===== config.mk =====
export PLATFORM = sky130hd
export DESIGN_NAME = vectored_interrupt_arbiter
export DESIGN_NICKNAME = d
export VERILOG_FILES = /design/src/irq_arbiter_pkg.sv /design/src/ack_link_if.sv /design/src/ack_sequencer.sv /design/src/vis_priority_select.sv /design/src/vectored_interrupt_arbiter.sv
export SDC_FILE = /design/constraint.sdc
export NUM_CORES = 1
export LEC_CHECK = 0
export BUFFER_PORTS_ARGS = -buffer_cell sky130_fd_sc_hd__buf_2
export CAP_MARGIN = 10
export CORE_UTILIZATION = 41
export CTS_CLUSTER_DIAMETER = 30
export DETAILED_ROUTE_END_ITERATION = 10
export MAX_ROUTING_LAYER = met4
export PLACE_DENSITY = 0.83
export SYNTH_ARGS = -nofsm -noshare
export SYNTH_HDL_FRONTEND = slang
export SYNTH_SLANG_ARGS = --single-unit

===== constraint.sdc =====
create_clock -name i_clock -period 1.4 [get_ports i_clock]
set_input_delay 0 -clock i_clock [delete_from_list [all_inputs] [get_ports i_clock]]
set_output_delay 0 -clock i_clock [all_outputs]
set_load 0.02 [all_outputs]

===== src/irq_arbiter_pkg.sv =====
package irq_arbiter_pkg;

  // ----------------------------------------------------------------
  // Source count and widths
  // ----------------------------------------------------------------
  localparam int NUM_SRC   = 13;
  localparam int PC_W      = 15;
  localparam int SLOT_W    = 4;

  // ----------------------------------------------------------------
  // Timing
  // ----------------------------------------------------------------
  localparam int CLOCK_PERIOD_NS   = 50;
  localparam int INSTR_CYCLE_NS    = 500;
  localparam int INSTR_CYCLE_CLKS  = (INSTR_CYCLE_NS + CLOCK_PERIOD_NS - 1) / CLOCK_PERIOD_NS;
  localparam logic [3:0] DIV_LAST  = 4'(INSTR_CYCLE_CLKS - 1);
  localparam int ACK_INSTR_CYCLES  = 7;
  localparam logic [2:0] ACK_LAST  = 3'(ACK_INSTR_CYCLES - 1);
  localparam logic [3:0] ACK_SPAN  = 4'(ACK_INSTR_CYCLES);

  // ----------------------------------------------------------------
  // Addresses, slots and reset values
  // ----------------------------------------------------------------
  localparam logic [PC_W-1:0]    SERVICE_ADDR  = 15'h00ff;
  localparam logic [SLOT_W-1:0]  SLOT_TRAP     = 4'hf;
  localparam logic [SLOT_W-1:0]  SLOT_DEFAULT  = 4'h0;
  localparam logic [7:0]         VEC_BASE      = 8'he0;
  localparam logic [NUM_SRC-1:0] SRC_RESET     = 13'h0000;
  localparam logic               GIE_RESET     = 1'b0;

  // ----------------------------------------------------------------
  // Highest-ranked active source; bit 12 ranks highest, slot = bit + 1
  // ----------------------------------------------------------------
  function automatic logic [SLOT_W-1:0] highest_slot(input logic [NUM_SRC-1:0] act);
    logic [SLOT_W-1:0] slot;
    slot = SLOT_DEFAULT;
    for (int i = 0; i < NUM_SRC; i++) begin
      if (act[i]) begin
        slot = SLOT_W'(i + 1);
      end
    end
    return slot;
  endfunction : highest_slot

  // Low byte of a slot's entry in the vector table
  function automatic logic [7:0] vector_offset(input logic [SLOT_W-1:0] slot);
    return VEC_BASE + {3'h0, slot, 1'b0};
  endfunction : vector_offset

endpackage : irq_arbiter_pkg


===== src/ack_link_if.sv =====
`timescale 1ns/1ps

// Link between the arbiter core and its acknowledge sequencer
interface ack_link_if;
  logic start;
  logic cycle_en;
  logic busy;
  logic push_stb;
  logic load_stb;

  modport ctrl (output start, output cycle_en, input busy, input push_stb, input load_stb);
  modport seq  (input start, input cycle_en, output busy, output push_stb, output load_stb);
endinterface : ack_link_if


===== src/ack_sequencer.sv =====
`timescale 1ns/1ps

module ack_sequencer
  import irq_arbiter_pkg::*;
(
  // Clock and reset
  input  wire logic i_clock,
  input  wire logic i_reset,
  // Link to the arbiter core
  ack_link_if.seq   link
);

  typedef enum logic {IDLE, RUN} seq_state_t;

  seq_state_t state_q, state_d;
  logic [2:0] cnt_q,   cnt_d;

  // ----------------------------------------------------------------
  // Next state over the instruction cycles of an acknowledge
  // ----------------------------------------------------------------
  always_comb begin
    state_d = state_q;
    cnt_d   = cnt_q;
    case (state_q)
      IDLE: begin
        if (link.start) begin
          state_d = RUN;
          cnt_d   = 3'h0;
        end
      end
      RUN: begin
        if (link.cycle_en) begin
          if (cnt_q == ACK_LAST) begin
            state_d = IDLE;
          end else begin
            cnt_d = cnt_q + 3'h1;
          end
        end
      end
      default: state_d = IDLE;
    endcase
  end

  // Registers
  always_ff @(posedge i_clock) begin
    if (i_reset) begin
      state_q <= IDLE;
      cnt_q   <= 3'h0;
    end else begin
      state_q <= state_d;
      cnt_q   <= cnt_d;
    end
  end

  // Strobes: push on the first cycle, vector load on the seventh
  assign link.busy     = (state_q == RUN);
  assign link.push_stb = (state_q == RUN) && link.cycle_en && (cnt_q == 3'h0);
  assign link.load_stb = (state_q == RUN) && link.cycle_en && (cnt_q == ACK_LAST);
endmodule : ack_sequencer


===== src/vis_priority_select.sv =====
`timescale 1ns/1ps

module vis_priority_select
  import irq_arbiter_pkg::*;
(
  // Flags
  input  wire logic [NUM_SRC-1:0] i_pending,
  input  wire logic [NUM_SRC-1:0] i_enable,
  input  wire logic               i_trap_pending,
  // Selection
  output logic      [SLOT_W-1:0]  o_slot,
  output logic                    o_any_active
);

  logic [NUM_SRC-1:0] active;

  // Enabled and pending sources, trap above all, default below all
  always_comb begin
    active       = i_pending & i_enable;
    o_any_active = |active;
    if (i_trap_pending) begin
      o_slot = SLOT_TRAP;
    end else begin
      o_slot = highest_slot(active);
    end
  end

endmodule : vis_priority_select


===== src/vectored_interrupt_arbiter.sv =====
`timescale 1ns/1ps

module vectored_interrupt_arbiter
  import irq_arbiter_pkg::*;
(
  // Clock and reset
  input  wire logic               i_clock,
  input  wire logic               i_reset,
  // Interrupt sources
  input  wire logic [NUM_SRC-1:0] i_src_event,
  input  wire logic               i_trap_event,
  // Instruction sequencer
  input  wire logic               i_instr_start,
  input  wire logic               i_skip_active,
  input  wire logic [PC_W-1:0]    i_next_addr,
  input  wire logic               i_return_from_interrupt,
  input  wire logic [PC_W-1:0]    i_pop_addr,
  input  wire logic               i_vector_select_instruction,
  // Control register access
  input  wire logic               i_pending_wr,
  input  wire logic [NUM_SRC-1:0] i_pending_wdata,
  input  wire logic               i_enable_wr,
  input  wire logic [NUM_SRC-1:0] i_enable_wdata,
  input  wire logic               i_processor_status_word_wr,
  input  wire logic               i_global_irq_enable_wdata,
  // Status
  output logic      [NUM_SRC-1:0] o_pending,
  output logic      [NUM_SRC-1:0] o_enable,
  output logic                    o_global_irq_enable,
  output logic                    o_trap_in_service,
  output logic                    o_irq_request,
  output logic                    o_ack_busy,
  output logic                    o_instr_cycle_en,
  // Stack and program counter
  output logic                    o_push_valid,
  output logic      [PC_W-1:0]    o_push_addr,
  output logic                    o_pc_load,
  output logic      [PC_W-1:0]    o_pc_value,
  // Vector select result
  output logic                    o_vis_valid,
  output logic      [SLOT_W-1:0]  o_vis_slot,
  output logic      [7:0]         o_vis_vector
);

  ack_link_if link ();

  logic [NUM_SRC-1:0] pending_q, pending_d;
  logic [NUM_SRC-1:0] enable_q,  enable_d;
  logic               gie_q,     gie_d;
  logic               trap_q,    trap_d;
  logic               nmi_q,     nmi_d;
  logic [PC_W-1:0]    ret_q,     ret_d;
  logic [3:0]         div_q,     div_d;
  logic               push_q,    push_d;
  logic               load_q,    load_d;
  logic [PC_W-1:0]    pc_q,      pc_d;
  logic               vis_q,     vis_d;
  logic [SLOT_W-1:0]  slot_q,    slot_d;
  logic [7:0]         vec_q,     vec_d;
  logic [3:0]         ack_en_q,  ack_en_d;
  logic [SLOT_W-1:0]  sel_slot;
  logic               any_active;
  logic               maskable_req;
  logic               accept;

  // ----------------------------------------------------------------
  // Priority selection
  // ----------------------------------------------------------------
  vis_priority_select u_select (
    .i_pending      (pending_q),
    .i_enable       (enable_q),
    .i_trap_pending (trap_q),
    .o_slot         (sel_slot),
    .o_any_active   (any_active)
  );

  ack_sequencer u_ack (
    .i_clock (i_clock),
    .i_reset (i_reset),
    .link    (link)
  );

  // ----------------------------------------------------------------
  // Instruction cycle divider
  // ----------------------------------------------------------------
  always_comb begin
    div_d = (div_q == DIV_LAST) ? 4'h0 : div_q + 4'h1;
  end

  always_ff @(posedge i_clock) begin
    if (i_reset) begin
      div_q <= 4'h0;
    end else begin
      div_q <= div_d;
    end
  end

  assign link.cycle_en = (div_q == DIV_LAST);

  // ----------------------------------------------------------------
  // Request and acceptance
  // ----------------------------------------------------------------
  assign maskable_req  = gie_q && !nmi_q && any_active;
  assign o_irq_request = trap_q || maskable_req;
  assign accept        = i_instr_start && !i_skip_active
                         && !link.busy && o_irq_request;
  assign link.start    = accept;

  // ----------------------------------------------------------------
  // Flags, enables and global enable
  // ----------------------------------------------------------------
  always_comb begin
    pending_d = i_pending_wr ? i_pending_wdata : pending_q;
    pending_d = pending_d | i_src_event;
    enable_d  = i_enable_wr ? i_enable_wdata : enable_q;
    trap_d    = (accept && trap_q) ? 1'b0 : trap_q;
    trap_d    = trap_d | i_trap_event;
    nmi_d     = nmi_q;
    if (i_return_from_interrupt) begin
      nmi_d = 1'b0;
    end
    if (accept && trap_q) begin
      nmi_d = 1'b1;
    end
    gie_d = gie_q;
    if (i_processor_status_word_wr) begin
      gie_d = i_global_irq_enable_wdata;
    end
    if (i_return_from_interrupt) begin
      gie_d = 1'b1;
    end
    if (accept) begin
      gie_d = 1'b0;
    end
    ret_d = accept ? i_next_addr : ret_q;
  end

  always_ff @(posedge i_clock) begin
    if (i_reset) begin
      pending_q <= SRC_RESET;
      enable_q  <= SRC_RESET;
      gie_q     <= GIE_RESET;
      trap_q    <= 1'b0;
      nmi_q     <= 1'b0;
      ret_q     <= '0;
    end else begin
      pending_q <= pending_d;
      enable_q  <= enable_d;
      gie_q     <= gie_d;
      trap_q    <= trap_d;
      nmi_q     <= nmi_d;
      ret_q     <= ret_d;
    end
  end

  // ----------------------------------------------------------------
  // Stack, program counter and vector select outputs
  // ----------------------------------------------------------------
  always_comb begin
    push_d   = link.push_stb;
    load_d   = link.load_stb || i_return_from_interrupt;
    pc_d     = pc_q;
    if (i_return_from_interrupt) begin
      pc_d = i_pop_addr;
    end
    if (link.load_stb) begin
      pc_d = SERVICE_ADDR;
    end
    vis_d    = i_vector_select_instruction;
    slot_d   = i_vector_select_instruction ? sel_slot : slot_q;
    vec_d    = i_vector_select_instruction ? vector_offset(sel_slot) : vec_q;
    ack_en_d = ack_en_q;
    if (accept) begin
      ack_en_d = 4'h0;
    end else if (link.busy && link.cycle_en) begin
      ack_en_d = ack_en_q + 4'h1;
    end
  end

  always_ff @(posedge i_clock) begin
    if (i_reset) begin
      push_q   <= 1'b0;
      load_q   <= 1'b0;
      pc_q     <= '0;
      vis_q    <= 1'b0;
      slot_q   <= SLOT_DEFAULT;
      vec_q    <= VEC_BASE;
      ack_en_q <= 4'h0;
    end else begin
      push_q   <= push_d;
      load_q   <= load_d;
      pc_q     <= pc_d;
      vis_q    <= vis_d;
      slot_q   <= slot_d;
      vec_q    <= vec_d;
      ack_en_q <= ack_en_d;
    end
  end

  // Output wiring
  assign o_pending           = pending_q;
  assign o_enable            = enable_q;
  assign o_global_irq_enable = gie_q;
  assign o_trap_in_service   = nmi_q;
  assign o_ack_busy          = link.busy;
  assign o_instr_cycle_en    = link.cycle_en;
  assign o_push_valid        = push_q;
  assign o_push_addr         = ret_q;
  assign o_pc_load           = load_q;
  assign o_pc_value          = pc_q;
  assign o_vis_valid         = vis_q;
  assign o_vis_slot          = slot_q;
  assign o_vis_vector        = vec_q;
endmodule : vectored_interrupt_arbiter


==> results.ini <==
[power]
power.switching_uw = 1510
total_power_uw = 5410
p_int_uw = 3890
switching_share_pct = 28.0
power.leakage_uw = 0.00251
seqPwrFrac_pct = 43.1
pwr-share-comb_pct = 22.0
power_density_mw_per_mm2 = 1020
clkPwrFrac_pct = 34.9
vdd_drop_max_mv = 0.863

[timing]
slew_violations = 0
setup-violations-final = 21
fin_crit_sh_pct = 118
finalHoldViolCount = 0
holdWs_ns = 0.0181
fin_worst_skew_ns = 0.00993
rsz0062_at_grt = yes
finalCriticalPeriod_ns = 1.65
setup_slack_ns = -0.249
fmax_mhz = 606

[floorplan]
fp.dieH_microns = 88.4
rows = 31
core_area_sq_mm = 0.00721
die_area_sq_mm = 0.00781
die_x_microns = 88.4
io_pins = 156
start_util_pct = 42.4

[clock_network]
cts_tree = built
cts-root-buf = clkbuf_8
clkTransAtPathRegs_ns = 0.08
clk_latency_ns = 0.35
cts_sinks = 74
cts_buffer_depth = 2
cts_made_buffers = 9
h-tree-depth = 3

[yosys]
avgSynthCellArea_sq_um = 9.62
ys_seq_area_share_pct = 48.4
synth.area.mux_share_pct = 14.4
synth-simple-area-share_pct = 17.1
syn_inst = 318
yosysTopAreaCell = dfxtp_1
yosys_warnings = 0
synth.area.top_cells = dfxtp_1, mux2i_1, nor2_1
synth_fa_ha_area_share_pct = 2.05
synth_cell_type_count = 44
synth_top_area_share_pct = 48.4
ys_ff_latch = 74
synth_xor_area_share_pct = 0.859
synth_top_family_by_area = simple AND/OR/NAND/NOR gates
synth_compound_gate_area_share_pct = 11.7
netlist_area_sq_mm = 0.00306

[detailed_routing]
routed_wl_microns = 10800
drc_errors = 0
routed-via-count = 3457
wire_per_inst_microns = 15.9
first_iter_violations = 113
first_pass_iters = 5
via_per_inst = 5.08
drtAntennaViolNets = 0

[worst_setup_path]
start_kind = flop
critPathArrivalTime_ns = 1.65
slowest_stage = dfxtp_2
cp_max_fo = 2
critPathRequiredTime_ns = 1.40
cp_cell_sequence = a22oi_2, and3_4, and4_1, nand3_1, a21o_1, buf_6
cpPeakStageDelay_ns = 0.33
worstSetupEndpointType = output pin
worstSetupPathType = reg2out

[outcome]
violations = negative setup slack
status = complete, but fails checks

[global_route]
grt_pass1_wl_microns = 16000
grtUsageTotal_pct = 28.0
use_met1_pct = 30.8
grt_max_degree = 29
met2_usage_pct = 48.0
antenna_found_initial = 0
top_usage_layer = met2
grt-ovfl-total = 0
use_met3_pct = 6.90
grt_pass1_vias = 3355

[layout]
antenna_cells = 0
final_cell_area_sq_mm = 0.00528
nNetsFinal = 661
drive_above_1_share_pct = 45.4
finalCoreUtilization_pct = 73.2
syn_to_final_growth_pct = 72.6

[worst_hold_path]
worstHoldPathType = in2reg

[placement]
dpl.hpwl_microns = 6330
gp_congestion = 0.774
portBuffers = 151
place_area_sq_mm = 0.00418

[run]
drv_cap = 0

[layer usage]
metal	vias to the layer above	part of all wire, %
li1	1606	-
met1	1624	39
met2	192	51
met3	35	7.6
met4	0	2.7
met5	-	0
[path summary, 6_finish.rpt]
check	from	endpoint	slack [ns]	cells past startpoint
min reg2reg	div_q[0]	div_q[0]	0.46	1
min	i_pop_addr[0]	o_pc_value[0]	0.02	3
max reg2reg	o_enable[7]	o_push_addr[10]	-0.20	7
max	o_pending[5]	o_irq_request	-0.25	6
[worst max-delay path, delay by kind of cell, from the launching register on]
| family | cells | cell delay [ns] |
|---|---|---|
| AOI/OAI and AO/OA | 2 | 0.39 |
| DFF | 1 | 0.33 |
| and+or+nand+nor | 3 | 0.47 |
| buffers and inverters | 1 | 0.13 |
[state kept, by name, summed over array words and instances (netlist names)]
name and flops:
o_global_irq_enable 1, o_pc_value 15, o_push_valid 1, u_ack.link.busy 1
o_pending 13, o_pc_load 1, div_q 4, o_vis_vector 4
o_trap_in_service 1, u_ack.cnt_q 3, o_enable 13, o_push_addr 15
trap_q 1, o_vis_valid 1
[power groups by stage]
stage	Sequential, uW	Clock [uW]	Combinational, uW
final	2330	1890	1190
after global routing	2340	1990	1270
after detailed placement	2360	0	930
after global placement	2350	0	908
after floorplan	2500	0	383
after CTS	2320	1890	1120
[timing repair]
action                                 in CTS  in global routing
hold buffers                               70                  0
resized for setup                          10                 19
pin swaps                                  10                  9
setup endpoints to repair                  22                 24
setup buffers                               4                  2
gates cloned                                0                  1
endpoints found under the hold margin      60                  0
[through the flow]
stage / setup WS, ns / setup TNS [ns] / instances
floorplan: -0.109 / -2.10 / 320
global placement: -0.0496 / -0.494 / 587
detailed placement: -0.121 / -1.93 / 587
CTS: -0.240 / -2.66 / 677
global route: -0.304 / -4.29 / 680
finish: -0.249 / -3.03 / 680
[area by class of cell]
cell class	instances	area, sq um
clock buffer	10	138
clock inverter	6	87.6
fill	465	1940
inverter	5	18.8
multi-input combinational	216	1520
sequential	74	1520
tap	99	124
timing repair buffer	270	1870
[cell usage after synthesis (all sizes together)]
| cell type | instances |
|---|---|
| dfxtp | 74 |
| nor2 | 63 |
| mux2i | 44 |
| buf | 16 |
| nor2b | 16 |
| a211oi | 14 |
| a21oi | 13 |
| nand2 | 13 |
| clkbuf | 9 |
| ha | 5 |
| inv | 5 |
| nand3 | 4 |
| a22oi | 3 |
| a311oi | 3 |
| a31oi | 3 |
| and3 | 3 |
| nand4 | 3 |
| a22o | 2 |
| conb | 2 |
| nand2b | 2 |
| nor3b | 2 |
| o21ai | 2 |
| xnor2 | 2 |
| a21o | 1 |
| a221o | 1 |
| a221oi | 1 |
| a311o | 1 |
| a32o | 1 |
| a41o | 1 |
| and2 | 1 |
| and4 | 1 |
| and4b | 1 |
| nand3b | 1 |
| nor3 | 1 |
| o211ai | 1 |
| o32ai | 1 |
| or2 | 1 |
| xor2 | 1 |
[kinds of logic (layout without fill, tap and decap cells)]
group | count (synthesis) | count (layout)
other | 2 | 4
buffers and inverters | 30 | 291
DFF | 74 | 74
muxes | 44 | 44
AOI/OAI and AO/OA | 48 | 48
and+or+nand+nor | 112 | 112
xor gates and xnor gates | 3 | 3
adders and majority gates | 5 | 5
[layout by cell type, fill, tap and decap left out, drive strengths merged, types with 3 or more instances in the layout]
cell,n
a31oi,3
a22oi,3
nand2,13
dlygate4sd3,70
and3,3
buf,199
ha,5
dfxtp,74
nor2,63
a21oi,13
a211oi,14
nand3,4
nor2b,16
mux2i,44
clkbuf,11
nand4,3
a311oi,3
inv,7
conb,4
Note: power is estimated with default switching activity, not from simulation.
